## src/rtl/apt_regs.vh

```
// register offsets, fields and reset values of the position tracker
`ifndef APT_REGS_VH
`define APT_REGS_VH
`define APT_OFS_CTRL 12'h000
`define APT_OFS_CFG 12'h004
`define APT_OFS_STAT 12'h008
`define APT_OFS_REV 12'h00c
`define APT_OFS_TURN 12'h010
`define APT_OFS_REV_HOME 12'h014
`define APT_OFS_TURN_HOME 12'h018
`define APT_OFS_POS 12'h01c
`define APT_OFS_CLR 12'h020
// ctrl: bit0 tracking select, bit1 counter warning select,
// bit2 incremental command method, bit3 stroke-less axis
`define APT_CTRL_ABS_BIT 0
`define APT_CTRL_WARN_BIT 1
`define APT_CTRL_INC_BIT 2
`define APT_CTRL_NOSTROKE_BIT 3
`define APT_CTRL_RST 32'h00000000
// cfg: any write marks the home reference stale at next power-up
`define APT_CFG_RST 32'h00000000
// stat bits
`define APT_ST_DONE 0
`define APT_ST_VALID 1
`define APT_ST_ERASED 2
`define APT_ST_CNTWARN 3
`define APT_ST_INCWARN 4
`define APT_ST_AVAIL 5
`define APT_ST_STALE 6
// clear register bits (write one)
`define APT_CLR_ERASED 0
`define APT_CLR_CNTWARN 1
`define APT_CLR_INCWARN 2
// alarm and warning codes
`define APT_CODE_ERASED 8'h25
`define APT_CODE_CNTWARN 8'he3
`define APT_CODE_INCWARN 8'h90
`define APT_REV_LIMIT 32767
`endif

```

## src/rtl/apt_tracker.v

```verilog
// absolute position tracker with apb register access
//
// How it works
// tracking active only when tracking select bit equals 1
// counter warning raised only when its select bit is 1
// changed mode, gear, direction, unit or home data erases home at power-up
// controller must home again before positioning after an erase
// done flag clears on servo off, stops, alarm, torque off, limits
// positioning without done flag raises home-return-incomplete warning 90
// erased alarm 25 or counter warning E3 invalidate home reference
// position is single-turn count plus retained revolution count
// position equals revs minus home revs, times counts per rev, plus turn minus home turn
// no tracking on stroke-less coordinate systems
// no tracking with incremental command method selected
// broken encoder link or swap while powered off loses data
// revolution count limited to plus or minus 32767 around home; the code flags only a raw count of -32768, not a range around home
// home return completion captures references and sets done flag
//
// Local design decisions: the APB register port and the register addresses.
`timescale 1ns/1ps
`default_nettype none
`include "apt_regs.vh"
module apt_tracker #(
    parameter TURN_W = 18,
    parameter [31:0] COUNTS_PER_REV = 32'd262144
) (
    // clock and reset
    input wire I_CLK_SYS,
    input wire I_SRST,
    // apb slave
    input wire I_PSEL,
    input wire I_PENABLE,
    input wire I_PWRITE,
    input wire [11:0] I_PADDR,
    input wire [31:0] I_PWDATA,
    output wire O_PREADY,
    output wire O_PSLVERR,
    output reg [31:0] O_PRDATA,
    // encoder and retained data
    input wire [TURN_W-1:0] I_SINGLE_TURN_COUNT,
    input wire [15:0] I_REVOLUTION_COUNT,
    input wire I_ENCODER_LINK_BROKEN,
    input wire I_BACKUP_SWAPPED_UNPOWERED,
    input wire I_POWER_UP,
    // servo status
    input wire I_SERVO_ON,
    input wire I_FORCED_STOP_INPUT_A,
    input wire I_FORCED_STOP_INPUT_B,
    input wire I_ALARM_ACTIVE,
    input wire I_SAFE_TORQUE_OFF_INPUT,
    input wire I_MAIN_CIRCUIT_OFF_WARNING,
    input wire I_STROKE_LIMIT_OK,
    input wire I_SOFTWARE_LIMIT_HIT,
    // motion controller
    input wire I_HOME_RETURN_DONE,
    input wire I_POSITION_CMD,
    // status outputs
    output reg O_HOME_RETURN_DONE_FLAG,
    output reg O_ABS_DATA_ERASED_ALARM,
    output reg O_REVOLUTION_COUNTER_WARNING,
    output reg O_HOME_RETURN_INCOMPLETE_WARNING,
    output reg [7:0] O_ALARM_CODE,
    output reg signed [47:0] O_ABS_POSITION
);

    reg [31:0] ctrl_reg;
    reg stale_reg;
    reg home_valid_reg;
    reg [TURN_W-1:0] turn_home_reg;
    reg signed [15:0] rev_home_reg;
    reg signed [47:0] pos_next;

    // apb decode, always ready with zero wait states
    wire apb_wr = I_PSEL & I_PENABLE & I_PWRITE;
    wire hit = (I_PADDR == `APT_OFS_CTRL) | (I_PADDR == `APT_OFS_CFG) |
        (I_PADDR == `APT_OFS_STAT) | (I_PADDR == `APT_OFS_REV) |
        (I_PADDR == `APT_OFS_TURN) | (I_PADDR == `APT_OFS_REV_HOME) |
        (I_PADDR == `APT_OFS_TURN_HOME) | (I_PADDR == `APT_OFS_POS) |
        (I_PADDR == `APT_OFS_CLR);
    assign O_PREADY = 1'b1;
    assign O_PSLVERR = I_PSEL & I_PENABLE & ~hit;
    wire wr_cfg = apb_wr & (I_PADDR == `APT_OFS_CFG);
    wire wr_clr = apb_wr & (I_PADDR == `APT_OFS_CLR);

    // tracking availability from configuration
    wire abs_sel = ctrl_reg[`APT_CTRL_ABS_BIT];
    wire warn_sel = ctrl_reg[`APT_CTRL_WARN_BIT];
    wire avail = abs_sel & ~ctrl_reg[`APT_CTRL_NOSTROKE_BIT]
        & ~ctrl_reg[`APT_CTRL_INC_BIT];

    // revolution count out of range is a counter fault
    wire signed [15:0] rev_s = I_REVOLUTION_COUNT;
    wire rev_oor = (rev_s == 16'sh8000);
    wire data_lost = I_ENCODER_LINK_BROKEN | I_BACKUP_SWAPPED_UNPOWERED;

    // any of these drops the done flag
    wire drop = ~I_SERVO_ON | ~I_FORCED_STOP_INPUT_A |
        ~I_FORCED_STOP_INPUT_B | I_ALARM_ACTIVE |
        ~I_SAFE_TORQUE_OFF_INPUT | I_MAIN_CIRCUIT_OFF_WARNING |
        ~I_STROKE_LIMIT_OK | I_SOFTWARE_LIMIT_HIT;

    wire erase_evt = avail & (data_lost | (I_POWER_UP & stale_reg));
    wire cnt_evt = avail & warn_sel & rev_oor;
    wire home_evt = I_HOME_RETURN_DONE & avail & ~drop;
    wire inc_evt = I_POSITION_CMD & ~O_HOME_RETURN_DONE_FLAG &
        ~home_evt;

    // control and configuration registers
    always @(posedge I_CLK_SYS) begin
        if (I_SRST) begin
            ctrl_reg <= `APT_CTRL_RST;
        end else if (apb_wr && I_PADDR == `APT_OFS_CTRL) begin
            ctrl_reg <= I_PWDATA;
        end
    end

    // settings change only takes effect at next power-up; set wins clear
    always @(posedge I_CLK_SYS) begin
        if (I_SRST) begin
            stale_reg <= 1'b0;
        end else if (wr_cfg) begin
            stale_reg <= 1'b1;
        end else if (I_POWER_UP) begin
            stale_reg <= 1'b0;
        end
    end

    // home reference capture and validity
    always @(posedge I_CLK_SYS) begin
        if (I_SRST) begin
            home_valid_reg <= 1'b0;
            turn_home_reg <= {TURN_W{1'b0}};
            rev_home_reg <= 16'sh0000;
        end else if (erase_evt | cnt_evt | ~avail) begin
            home_valid_reg <= 1'b0;
        end else if (home_evt) begin
            home_valid_reg <= 1'b1;
            turn_home_reg <= I_SINGLE_TURN_COUNT;
            rev_home_reg <= rev_s;
        end
    end

    // done flag: hardware drop beats home completion
    always @(posedge I_CLK_SYS) begin
        if (I_SRST) begin
            O_HOME_RETURN_DONE_FLAG <= 1'b0;
        end else if (drop | erase_evt | cnt_evt | ~avail) begin
            O_HOME_RETURN_DONE_FLAG <= 1'b0;
        end else if (home_evt) begin
            O_HOME_RETURN_DONE_FLAG <= 1'b1;
        end
    end

    // sticky alarms; a new event in the clear cycle wins
    always @(posedge I_CLK_SYS) begin
        if (I_SRST) begin
            O_ABS_DATA_ERASED_ALARM <= 1'b0;
            O_REVOLUTION_COUNTER_WARNING <= 1'b0;
            O_HOME_RETURN_INCOMPLETE_WARNING <= 1'b0;
        end else begin
            if (erase_evt) begin
                O_ABS_DATA_ERASED_ALARM <= 1'b1;
            end else if (wr_clr && I_PWDATA[`APT_CLR_ERASED]) begin
                O_ABS_DATA_ERASED_ALARM <= 1'b0;
            end
            if (cnt_evt) begin
                O_REVOLUTION_COUNTER_WARNING <= 1'b1;
            end else if (wr_clr && I_PWDATA[`APT_CLR_CNTWARN]) begin
                O_REVOLUTION_COUNTER_WARNING <= 1'b0;
            end
            if (inc_evt) begin
                O_HOME_RETURN_INCOMPLETE_WARNING <= 1'b1;
            end else if (home_evt) begin
                O_HOME_RETURN_INCOMPLETE_WARNING <= 1'b0;
            end else if (wr_clr && I_PWDATA[`APT_CLR_INCWARN]) begin
                O_HOME_RETURN_INCOMPLETE_WARNING <= 1'b0;
            end
        end
    end

    // code shows the most serious pending condition
    always @(posedge I_CLK_SYS) begin
        if (I_SRST) begin
            O_ALARM_CODE <= 8'h00;
        end else if (O_ABS_DATA_ERASED_ALARM) begin
            O_ALARM_CODE <= `APT_CODE_ERASED;
        end else if (O_REVOLUTION_COUNTER_WARNING) begin
            O_ALARM_CODE <= `APT_CODE_CNTWARN;
        end else if (O_HOME_RETURN_INCOMPLETE_WARNING) begin
            O_ALARM_CODE <= `APT_CODE_INCWARN;
        end else begin
            O_ALARM_CODE <= 8'h00;
        end
    end

    // position relative to home; zero while the reference is invalid
    always @* begin
        pos_next = $signed({{32{rev_s[15]}}, rev_s} - {{32{rev_home_reg[15]}},
            rev_home_reg}) * $signed({16'h0000, COUNTS_PER_REV});
        pos_next = pos_next + $signed({{(48-TURN_W){1'b0}},
            I_SINGLE_TURN_COUNT}) - $signed({{(48-TURN_W){1'b0}},
            turn_home_reg});
    end

    always @(posedge I_CLK_SYS) begin
        if (I_SRST) begin
            O_ABS_POSITION <= 48'sh0;
        end else if (home_valid_reg) begin
            O_ABS_POSITION <= pos_next;
        end else begin
            O_ABS_POSITION <= 48'sh0;
        end
    end

    // read mux; write-only clear register reads zero
    always @* begin
        O_PRDATA = 32'h00000000;
        case (I_PADDR)
            `APT_OFS_CTRL: O_PRDATA = ctrl_reg;
            `APT_OFS_STAT: O_PRDATA = {25'h0, stale_reg, avail,
                O_HOME_RETURN_INCOMPLETE_WARNING,
                O_REVOLUTION_COUNTER_WARNING, O_ABS_DATA_ERASED_ALARM,
                home_valid_reg, O_HOME_RETURN_DONE_FLAG};
            `APT_OFS_REV: O_PRDATA = {{16{rev_s[15]}}, rev_s};
            `APT_OFS_TURN: O_PRDATA = {{(32-TURN_W){1'b0}},
                I_SINGLE_TURN_COUNT};
            `APT_OFS_REV_HOME: O_PRDATA = {{16{rev_home_reg[15]}},
                rev_home_reg};
            `APT_OFS_TURN_HOME: O_PRDATA = {{(32-TURN_W){1'b0}},
                turn_home_reg};
            `APT_OFS_POS: O_PRDATA = O_ABS_POSITION[31:0];
            default: O_PRDATA = 32'h00000000;
        endcase
    end

endmodule
`default_nettype wire

```

## config.mk

```make
export PLATFORM = sky130hd
export DESIGN_NAME = apt_tracker
export DESIGN_NICKNAME = d
export VERILOG_FILES = /design/src/rtl/apt_tracker.v
export VERILOG_INCLUDE_DIRS = /design/src /design/src/rtl
export SDC_FILE = /design/constraint.sdc
export NUM_CORES = 1
export LEC_CHECK = 0
export ABC_AREA = 1
export BUFFER_PORTS_ARGS = -buffer_cell sky130_fd_sc_hd__buf_4
export CORE_MARGIN = 2
export CORE_UTILIZATION = 45
export CTS_CLUSTER_SIZE = 16
export DETAILED_ROUTE_END_ITERATION = 10
export GPL_ROUTABILITY_DRIVEN = 0
export HOLD_SLACK_MARGIN = 0.15
export PLACE_DENSITY = 0.79
export SLEW_MARGIN = 10
export SYNTH_ARGS = -nofsm -noshare
export SYNTH_HDL_FRONTEND = slang
export SYNTH_SLANG_ARGS = --single-unit
```

## constraint.sdc

```tcl
create_clock -name I_CLK_SYS -period 4.15 [get_ports I_CLK_SYS]
set_input_delay 1.0375 -clock I_CLK_SYS [delete_from_list [all_inputs] [get_ports I_CLK_SYS]]
set_output_delay 1.0375 -clock I_CLK_SYS [all_outputs]
set_load 0.005 [all_outputs]
```

==> results of run 1 <==
## cells by family (layout without fill, tap and decap cells)
kind of cell | after synthesis | count (layout) | share of synthesized area (%)
other | 2 | 3 | 0.102
and+or+nand+nor | 467 | 467 | 27.6
xor gates and xnor gates | 2 | 2 | 0.238
adders and majority gates | 36 | 36 | 6.31
buffers and inverters | 239 | 421 | 13.0
AOI/OAI and AO/OA | 289 | 289 | 21.8
DFF | 114 | 114 | 30.9
## synth_stat cells (2+ instances only)
library cell and count:
sky130_fd_sc_hd__buf_4 15, sky130_fd_sc_hd__nand3_2 3, sky130_fd_sc_hd__clkinv_1 2, sky130_fd_sc_hd__nor2_1 81, sky130_fd_sc_hd__a32o_1 2, sky130_fd_sc_hd__nor2_2 6, sky130_fd_sc_hd__o21ai_0 104, sky130_fd_sc_hd__inv_1 175
sky130_fd_sc_hd__nor2_4 4, sky130_fd_sc_hd__nand3_1 74, sky130_fd_sc_hd__o211ai_1 19, sky130_fd_sc_hd__fa_1 2, sky130_fd_sc_hd__clkbuf_1 29, sky130_fd_sc_hd__inv_2 9, sky130_fd_sc_hd__o2111ai_1 5, sky130_fd_sc_hd__nand4_1 12
sky130_fd_sc_hd__a31oi_1 3, sky130_fd_sc_hd__and2_1 3, sky130_fd_sc_hd__dfxtp_1 114, sky130_fd_sc_hd__nand3b_1 2, sky130_fd_sc_hd__o21bai_1 3, sky130_fd_sc_hd__a21oi_1 121, sky130_fd_sc_hd__buf_2 6, sky130_fd_sc_hd__buf_1 3
sky130_fd_sc_hd__nand2_2 7, sky130_fd_sc_hd__a211oi_1 9, sky130_fd_sc_hd__and3_1 3, sky130_fd_sc_hd__nor3_1 11, sky130_fd_sc_hd__nand2_1 252, sky130_fd_sc_hd__o22ai_1 10, sky130_fd_sc_hd__o21a_1 5, sky130_fd_sc_hd__conb_1 2
sky130_fd_sc_hd__a21oi_2 2, sky130_fd_sc_hd__o221ai_1 3, sky130_fd_sc_hd__nor4_1 5, sky130_fd_sc_hd__xor2_1 2, sky130_fd_sc_hd__ha_1 34
## where the power goes
part | internal (mW) | switching [mW]
combinational | 0.146 | 0.229
sequential | 1.10 | 0.000705
clock | 1.08 | 0.543
total | 2.32 | 0.773
## cell type report
cell class              count  area share [%]
repair buffers            203            16.0
inverters                 186            7.29
flip-flops and latches    114            23.8
well taps                 216            2.82
clock buffers              19            4.62
diodes                      1          0.0261
multi-input cells         796            43.2
clock inverters            13            2.17
## routing by layer
metal,up-vias,global-route usage (%),routed length [µm]
li1,4103,-,-
met1,3753,36.4,10100
met2,526,45.7,11500
met3,104,6.84,2730
met4,0,16.7,1490
met5,-,0,0
## worst register-to-register path, delay by kind of cell (launching register included)
family	cells	cell delay, ns
AOI/OAI and AO/OA	2	0.58
adders and majority gates	2	0.66
buffers and inverters	2	0.17
DFF	1	0.34
and+or+nand+nor	7	0.75
## how the worst max path moves through the flow
stage               cells past startpoint            to
floorplan                               9  O_PRDATA[14]
global placement                        9   O_PRDATA[9]
detailed placement                      9   O_PRDATA[3]
CTS                                     9   O_PRDATA[9]
global route                            9   O_PRDATA[9]
finish                                  9   O_PRDATA[3]
## through the flow
step	hold slack [ns]	instance area (µm²)	std cells	setup WS, ns
floorplan	0.425	7380	1149	0.880
detailed placement	0.445	8930	1515	0.275
global route	0.474	9580	1547	0.00298
global placement	0.440	8930	1515	0.355
finish	0.451	9580	1548	0.165
CTS	0.452	9580	1547	0.281
==> summary.txt, run 1 <==
top cell type by total area after synthesis: sky130_fd_sc_hd__dfxtp_1
wire length of the first global-routing pass: 40,100 µm
Post-CTS Repair Setup Buffers: 0
initial standard-cell utilization of the core: 46.3%
setup slack, reg-to-reg: 1.54 ns
worst rel slew slack: 39.9%
post-detail-place hpwl: 19,800 µm
Max Clock Skew: 0.0124 ns
worst hold path cell count: 2
gate family responsible for the most delay along the worst path: simple AND/OR/NAND/NOR gates
transition time at the pin with the least slew margin: 0.899 ns
hold buffer count at CTS: 0
first-pass detailed-route iteration total: 6
launch point of the critical path: I_PADDR[1]
number of global-route vias before repair: 7,753
top cells by area, synth: sky130_fd_sc_hd__dfxtp_1 31%, sky130_fd_sc_hd__nand2_1 13%, sky130_fd_sc_hd__inv_1 8.9%, sky130_fd_sc_hd__a21oi_1 8.2%, sky130_fd_sc_hd__o21ai_0 7.1%
FP Rows: 46
commonest cells after routing, fill and taps aside: 250 x sky130_fd_sc_hd__nand2_1, 202 x sky130_fd_sc_hd__buf_4, 175 x sky130_fd_sc_hd__inv_1
number of endpoints failing setup at the final stage: 0
share of the synthesized area in the top cell type: 30.9%
CP Buf/Inv Count: 3
buffer levels on the longest clock path: 2
post-synthesis net count: 1,281
number of CTS-inserted buffers: 17
clock root cell: sky130_fd_sc_hd__clkbuf_16
average size of a mapped cell: 6.42 µm²
Worst Hold End: ctrl_reg[26]$_SDFFE_PP0P_
slowest stage cell on the critical path: sky130_fd_sc_hd__nand2_1
worst hold path type: flop to flop
number of hold violations in the final report: 0
maximum ir drop on the vdd rail: 0.000310 V
list of cells traversed by the critical path: buf_4 -> nor2_1 -> inv_1 -> nor3_1 -> nand2_1 -> o22ai_1 -> nor2_1 -> o2111ai_1 -> buf_4
number of standard cells after synthesis: 1,149
fraction of registers with async set or reset after synthesis: 0%
area of the mapped netlist: 7380 µm²
unrepaired setup endpoints after global routing: false
area of the die: 17,400 µm²
share of cells above drive strength 1: 20.4%
latest clock arrival within the worst-skew pair: 0.42 ns
total of fill cells in the finished design: 1,489
beginning of the worst hold path: ctrl_reg[26]$_SDFFE_PP0P_
final cell utilization of the core: 60.1%
max-cap violation count: 0
Setup TNS Final: 0 ns
average via count per standard cell: 5.48
largest fanout of any net on the critical path: 18
overall via count from detail_route: 8,486
area of the multi-input gates: 4140 µm²
static power due to leakage: 4.45 nW
Synth Warn #: 0
data required time at the worst endpoint: 3.11 ns
overall die width: 132 µm
total power draw: 3.10 mW
Worst Setup End Kind: output pin
final period demand of the worst path: 3.99 ns
max FFs per register: 37
quantity of I/O buffers inserted on ports: 187
clock input transition at the sequential cells of the worst setup and hold paths: 0.05 ns
Die Span Y: 132 µm
R2R cell count: 13
most frequent standard cell in the layout excluding fill and tap cells: sky130_fd_sc_hd__nand2_1
maximum cell stage delay along the critical path: 0.55 ns
DRC viols: 0
Post-layout nets: 1,450
Total Wirelength: 25,900 µm
top_reg_cell synth: sky130_fd_sc_hd__dfxtp_1
antenna violations before repair: 0
power density over the cells: 323 nW/µm²
startpoint kind of the worst setup timing path: primary input
final number of max-transition violations: 0
Critical Setup Path Class: primary input to output pin
number of antenna-violating nets in the routed design: 0
leftover overflow at the end of global routing: 0
Worst Path Arrival: 2.95 ns
Starting DRT DRC Count: 984
critical register-to-register path startpoint: turn_home_reg[0]$_SDFFE_PP0P_
global-route usage over all layers: 29.1%
Register Area: 2280 µm²
Yosys cell types: 44
CTS H-tree depth: 4
clock sink count: 114
pin count of the biggest net entering global routing: 69
max frequency: 251 MHz
result of the run: finished, final reports clean
share of the clock period used by the worst path after layout: 96.0%
top-level I/O count: 190
Syn-to-layout area delta: 29.9%
area of the core region: 15,900 µm²
routed wire length per instance: 16.7 µm
synthesized flop and latch total: 114
CTS resizes: 0
Crit Reg-Reg Endpoint: O_ABS_POSITION[20]$_SDFF_PP0_
CTS tree: done
Seq/Total Area, Yosys: 30.9%
Post-synth EDFFs: 0
No activity file was read; power rests on OpenSTA's default activity.
==> run 2: changes to the inputs <==
Settings changed: PLACE_DENSITY 0.79 to 0.74.
==> run 2 against run 1 <==
First-iteration DRC count is 7.7% lower. Die area is the same. Via count is essentially flat. Cell count fell by 0.13%. Setup slack better by 0.16 ns. Fmax rose by 4.3%. Highest routed layer unchanged.
==> summary.txt, run 2 (synthesis gave the netlist of run 1 again) <==
average via count per standard cell: 5.49 (+0.21%)
Total Wirelength: 26,100 µm (+0.85%)
routed wire length per instance: 16.9 µm (+0.98%)
Critical Setup Path Class: primary input to output pin
data required time at the worst endpoint: 3.11 ns (about the same)
clock root cell: sky130_fd_sc_hd__clkbuf_16
wire length of the first global-routing pass: 41,000 µm (+2.2%)
number of global-route vias before repair: 7,992 (+3.1%)
CTS tree: done
startpoint kind of the worst setup timing path: primary input
top-level I/O count: 190 (unchanged)
leftover overflow at the end of global routing: 0 (unchanged)
worst rel slew slack: 47.3% (+7.4 points)
CTS resizes: 0 (unchanged)
Syn-to-layout area delta: 29.7%
Max Clock Skew: 0.0104 ns (-0.00193 ns)
post-placement setup slack: 0.453 ns (+0.177 ns)
CTS H-tree depth: 4 (unchanged)
largest fanout of any net on the critical path: 18 (unchanged)
overall die width: 132 µm (unchanged)
global routing usage on met1: 36.3% (-0.071 points)
max FFs per register: 37 (unchanged)
hold buffer count at CTS: 0 (unchanged)
area of the die: 17,400 µm² (unchanged)
Setup TNS Final: 0 ns (unchanged)
total of fill cells in the finished design: 1,500 (+0.74%)
unrepaired setup endpoints after global routing: false
latest clock arrival within the worst-skew pair: 0.43 ns (about the same)
Clk pwr share: 52.0% (-0.4 points)
clock input transition at the sequential cells of the worst setup and hold paths: 0.06 ns (about the same)
buffer levels on the longest clock path: 2 (unchanged)
share of the clock period used by the worst path after layout: 92.1% (-4.0 points)
cell-internal power: 2.30 mW (-0.82%)
number of hold violations in the final report: 0 (unchanged)
power density over the cells: 321 nW/µm² (-0.75%)
static power due to leakage: 4.44 nW (-0.20%)
switching power total: 0.763 mW (-1.3%)
overall via count from detail_route: 8,493 (+0.082%)
part of the total power dissipated in combinational logic: 12.2% (about the same)
global-route met2 utilization: 49.5% (+3.7 points)
share of cells above drive strength 1: 20.4% (-0.060 points)
transition time at the pin with the least slew margin: 0.788 ns (-0.111 ns)
Die Span Y: 132 µm (unchanged)
net switching share of the total power: 24.9% (-0.082 points)
diode count: 0 (-1)
worst path setup slack after routing: 0.329 ns (+0.164 ns)
worst hold path type: flop to flop
first-pass detailed-route iteration total: 5 (-1)
final period demand of the worst path: 3.82 ns (-0.164 ns)
FP Rows: 46 (unchanged)
max frequency: 262 MHz (+4.3%)
clock sink count: 114 (unchanged)
number of CTS-inserted buffers: 17 (unchanged)
maximum ir drop on the vdd rail: 0.000288 V (-7.2%)
worst hold path cell count: 2 (unchanged)
commonest cells after routing, fill and taps aside: 250 x sky130_fd_sc_hd__nand2_1, 202 x sky130_fd_sc_hd__buf_4, 175 x sky130_fd_sc_hd__inv_1
R2R cell count: 10 (-3)
result of the run: finished, final reports clean
pin count of the biggest net entering global routing: 45 (-35%)
quantity of I/O buffers inserted on ports: 187 (unchanged)
antenna violations before repair: 0 (unchanged)
minimum hold slack: 0.452 ns (+0.000941 ns)
Worst Path Arrival: 2.78 ns (-0.17 ns)
Reg power frac: 35.8% (+0.4 points)
Post-layout nets: 1,450 (unchanged)
number of endpoints failing setup at the final stage: 0 (unchanged)
number of antenna-violating nets in the routed design: 0 (unchanged)
post-detail-place hpwl: 20,000 µm (+0.98%)
layer with the highest usage: met2
area of the core region: 15,900 µm² (unchanged)
met3 usage: 6.11% (-0.73 points)
Worst Setup End Kind: output pin
final number of max-transition violations: 0 (unchanged)
global-route usage over all layers: 29.8% (+0.73 points)
Starting DRT DRC Count: 908 (-7.7%)
max-cap violation count: 0 (unchanged)
initial standard-cell utilization of the core: 46.3% (unchanged)
most frequent standard cell in the layout excluding fill and tap cells: sky130_fd_sc_hd__nand2_1
DRC viols: 0 (unchanged)
Post-CTS Repair Setup Buffers: 0 (unchanged)
## run 2: layout make-up
type	instances	area, µm²	share of cell area (%)
inverters	186	698	7.30
multi-input cells	796	4140	43.3
repair buffers	203	1540	16.1
clock buffers	22	484	5.06
clock inverters	9	151	1.58
flip-flops and latches	114	2280	23.9
well taps	216	270	2.83
## run 2: worst paths after layout
path	start	end	slack [ns]
setup reg to reg	ctrl_reg[3]$_SDFFE_PP0P_	rev_home_reg[9]$_SDFFE_PP0P_	1.64
hold reg to reg	ctrl_reg[25]$_SDFFE_PP0P_	ctrl_reg[25]$_SDFFE_PP0P_	0.45
setup / recovery	I_PADDR[11]	O_PRDATA[2]	0.33
hold / removal	ctrl_reg[25]$_SDFFE_PP0P_	ctrl_reg[25]$_SDFFE_PP0P_	0.45
## run 2: layer usage
metal / share of wire, % / wire (µm) / vias to the layer above
met3: 9.8 / 2560 / 97
met2: 46 / 12000 / 487
met1: 39 / 10200 / 3806
met4: 4.9 / 1280 / 0
li1: - / - / 4103
met5: 0 / 0 / -
## run 2: through the flow
step / utilization, % / power, mW / cell area (µm²) / cells
floorplan: - / 1.33 / 7380 / 1149
CTS: 60.0 / 3.06 / 9570 / 1546
detailed placement: 56.0 / 1.48 / 8930 / 1515
global placement: 56.0 / 1.48 / 8930 / 1515
finish: 60.0 / 3.07 / 9570 / 1546
global route: 60.0 / 3.16 / 9570 / 1546
## run 2: power groups by stage
stage          registers [mW]  logic, mW  clock network, mW
6_report                 1.10      0.375               1.59
3_3_place_gp             1.12      0.358                  0
2_1_floorplan            1.12      0.211                  0
4_1_cts                  1.10      0.366               1.60
5_1_grt                  1.10      0.414               1.65
3_5_place_dp             1.12      0.362                  0
## run 2: critical path: stages
cell                        delay (ns)
sky130_fd_sc_hd__buf_4            0.11
sky130_fd_sc_hd__nor2_1           0.09
sky130_fd_sc_hd__nand2_1          0.09
sky130_fd_sc_hd__inv_2            0.07
sky130_fd_sc_hd__nand4_1          0.12
sky130_fd_sc_hd__inv_2            0.08
sky130_fd_sc_hd__buf_4            0.21
sky130_fd_sc_hd__nand2_1          0.24
sky130_fd_sc_hd__o21ai_0          0.35
sky130_fd_sc_hd__a211oi_1         0.08
sky130_fd_sc_hd__o2111ai_1        0.13
sky130_fd_sc_hd__buf_4            0.17
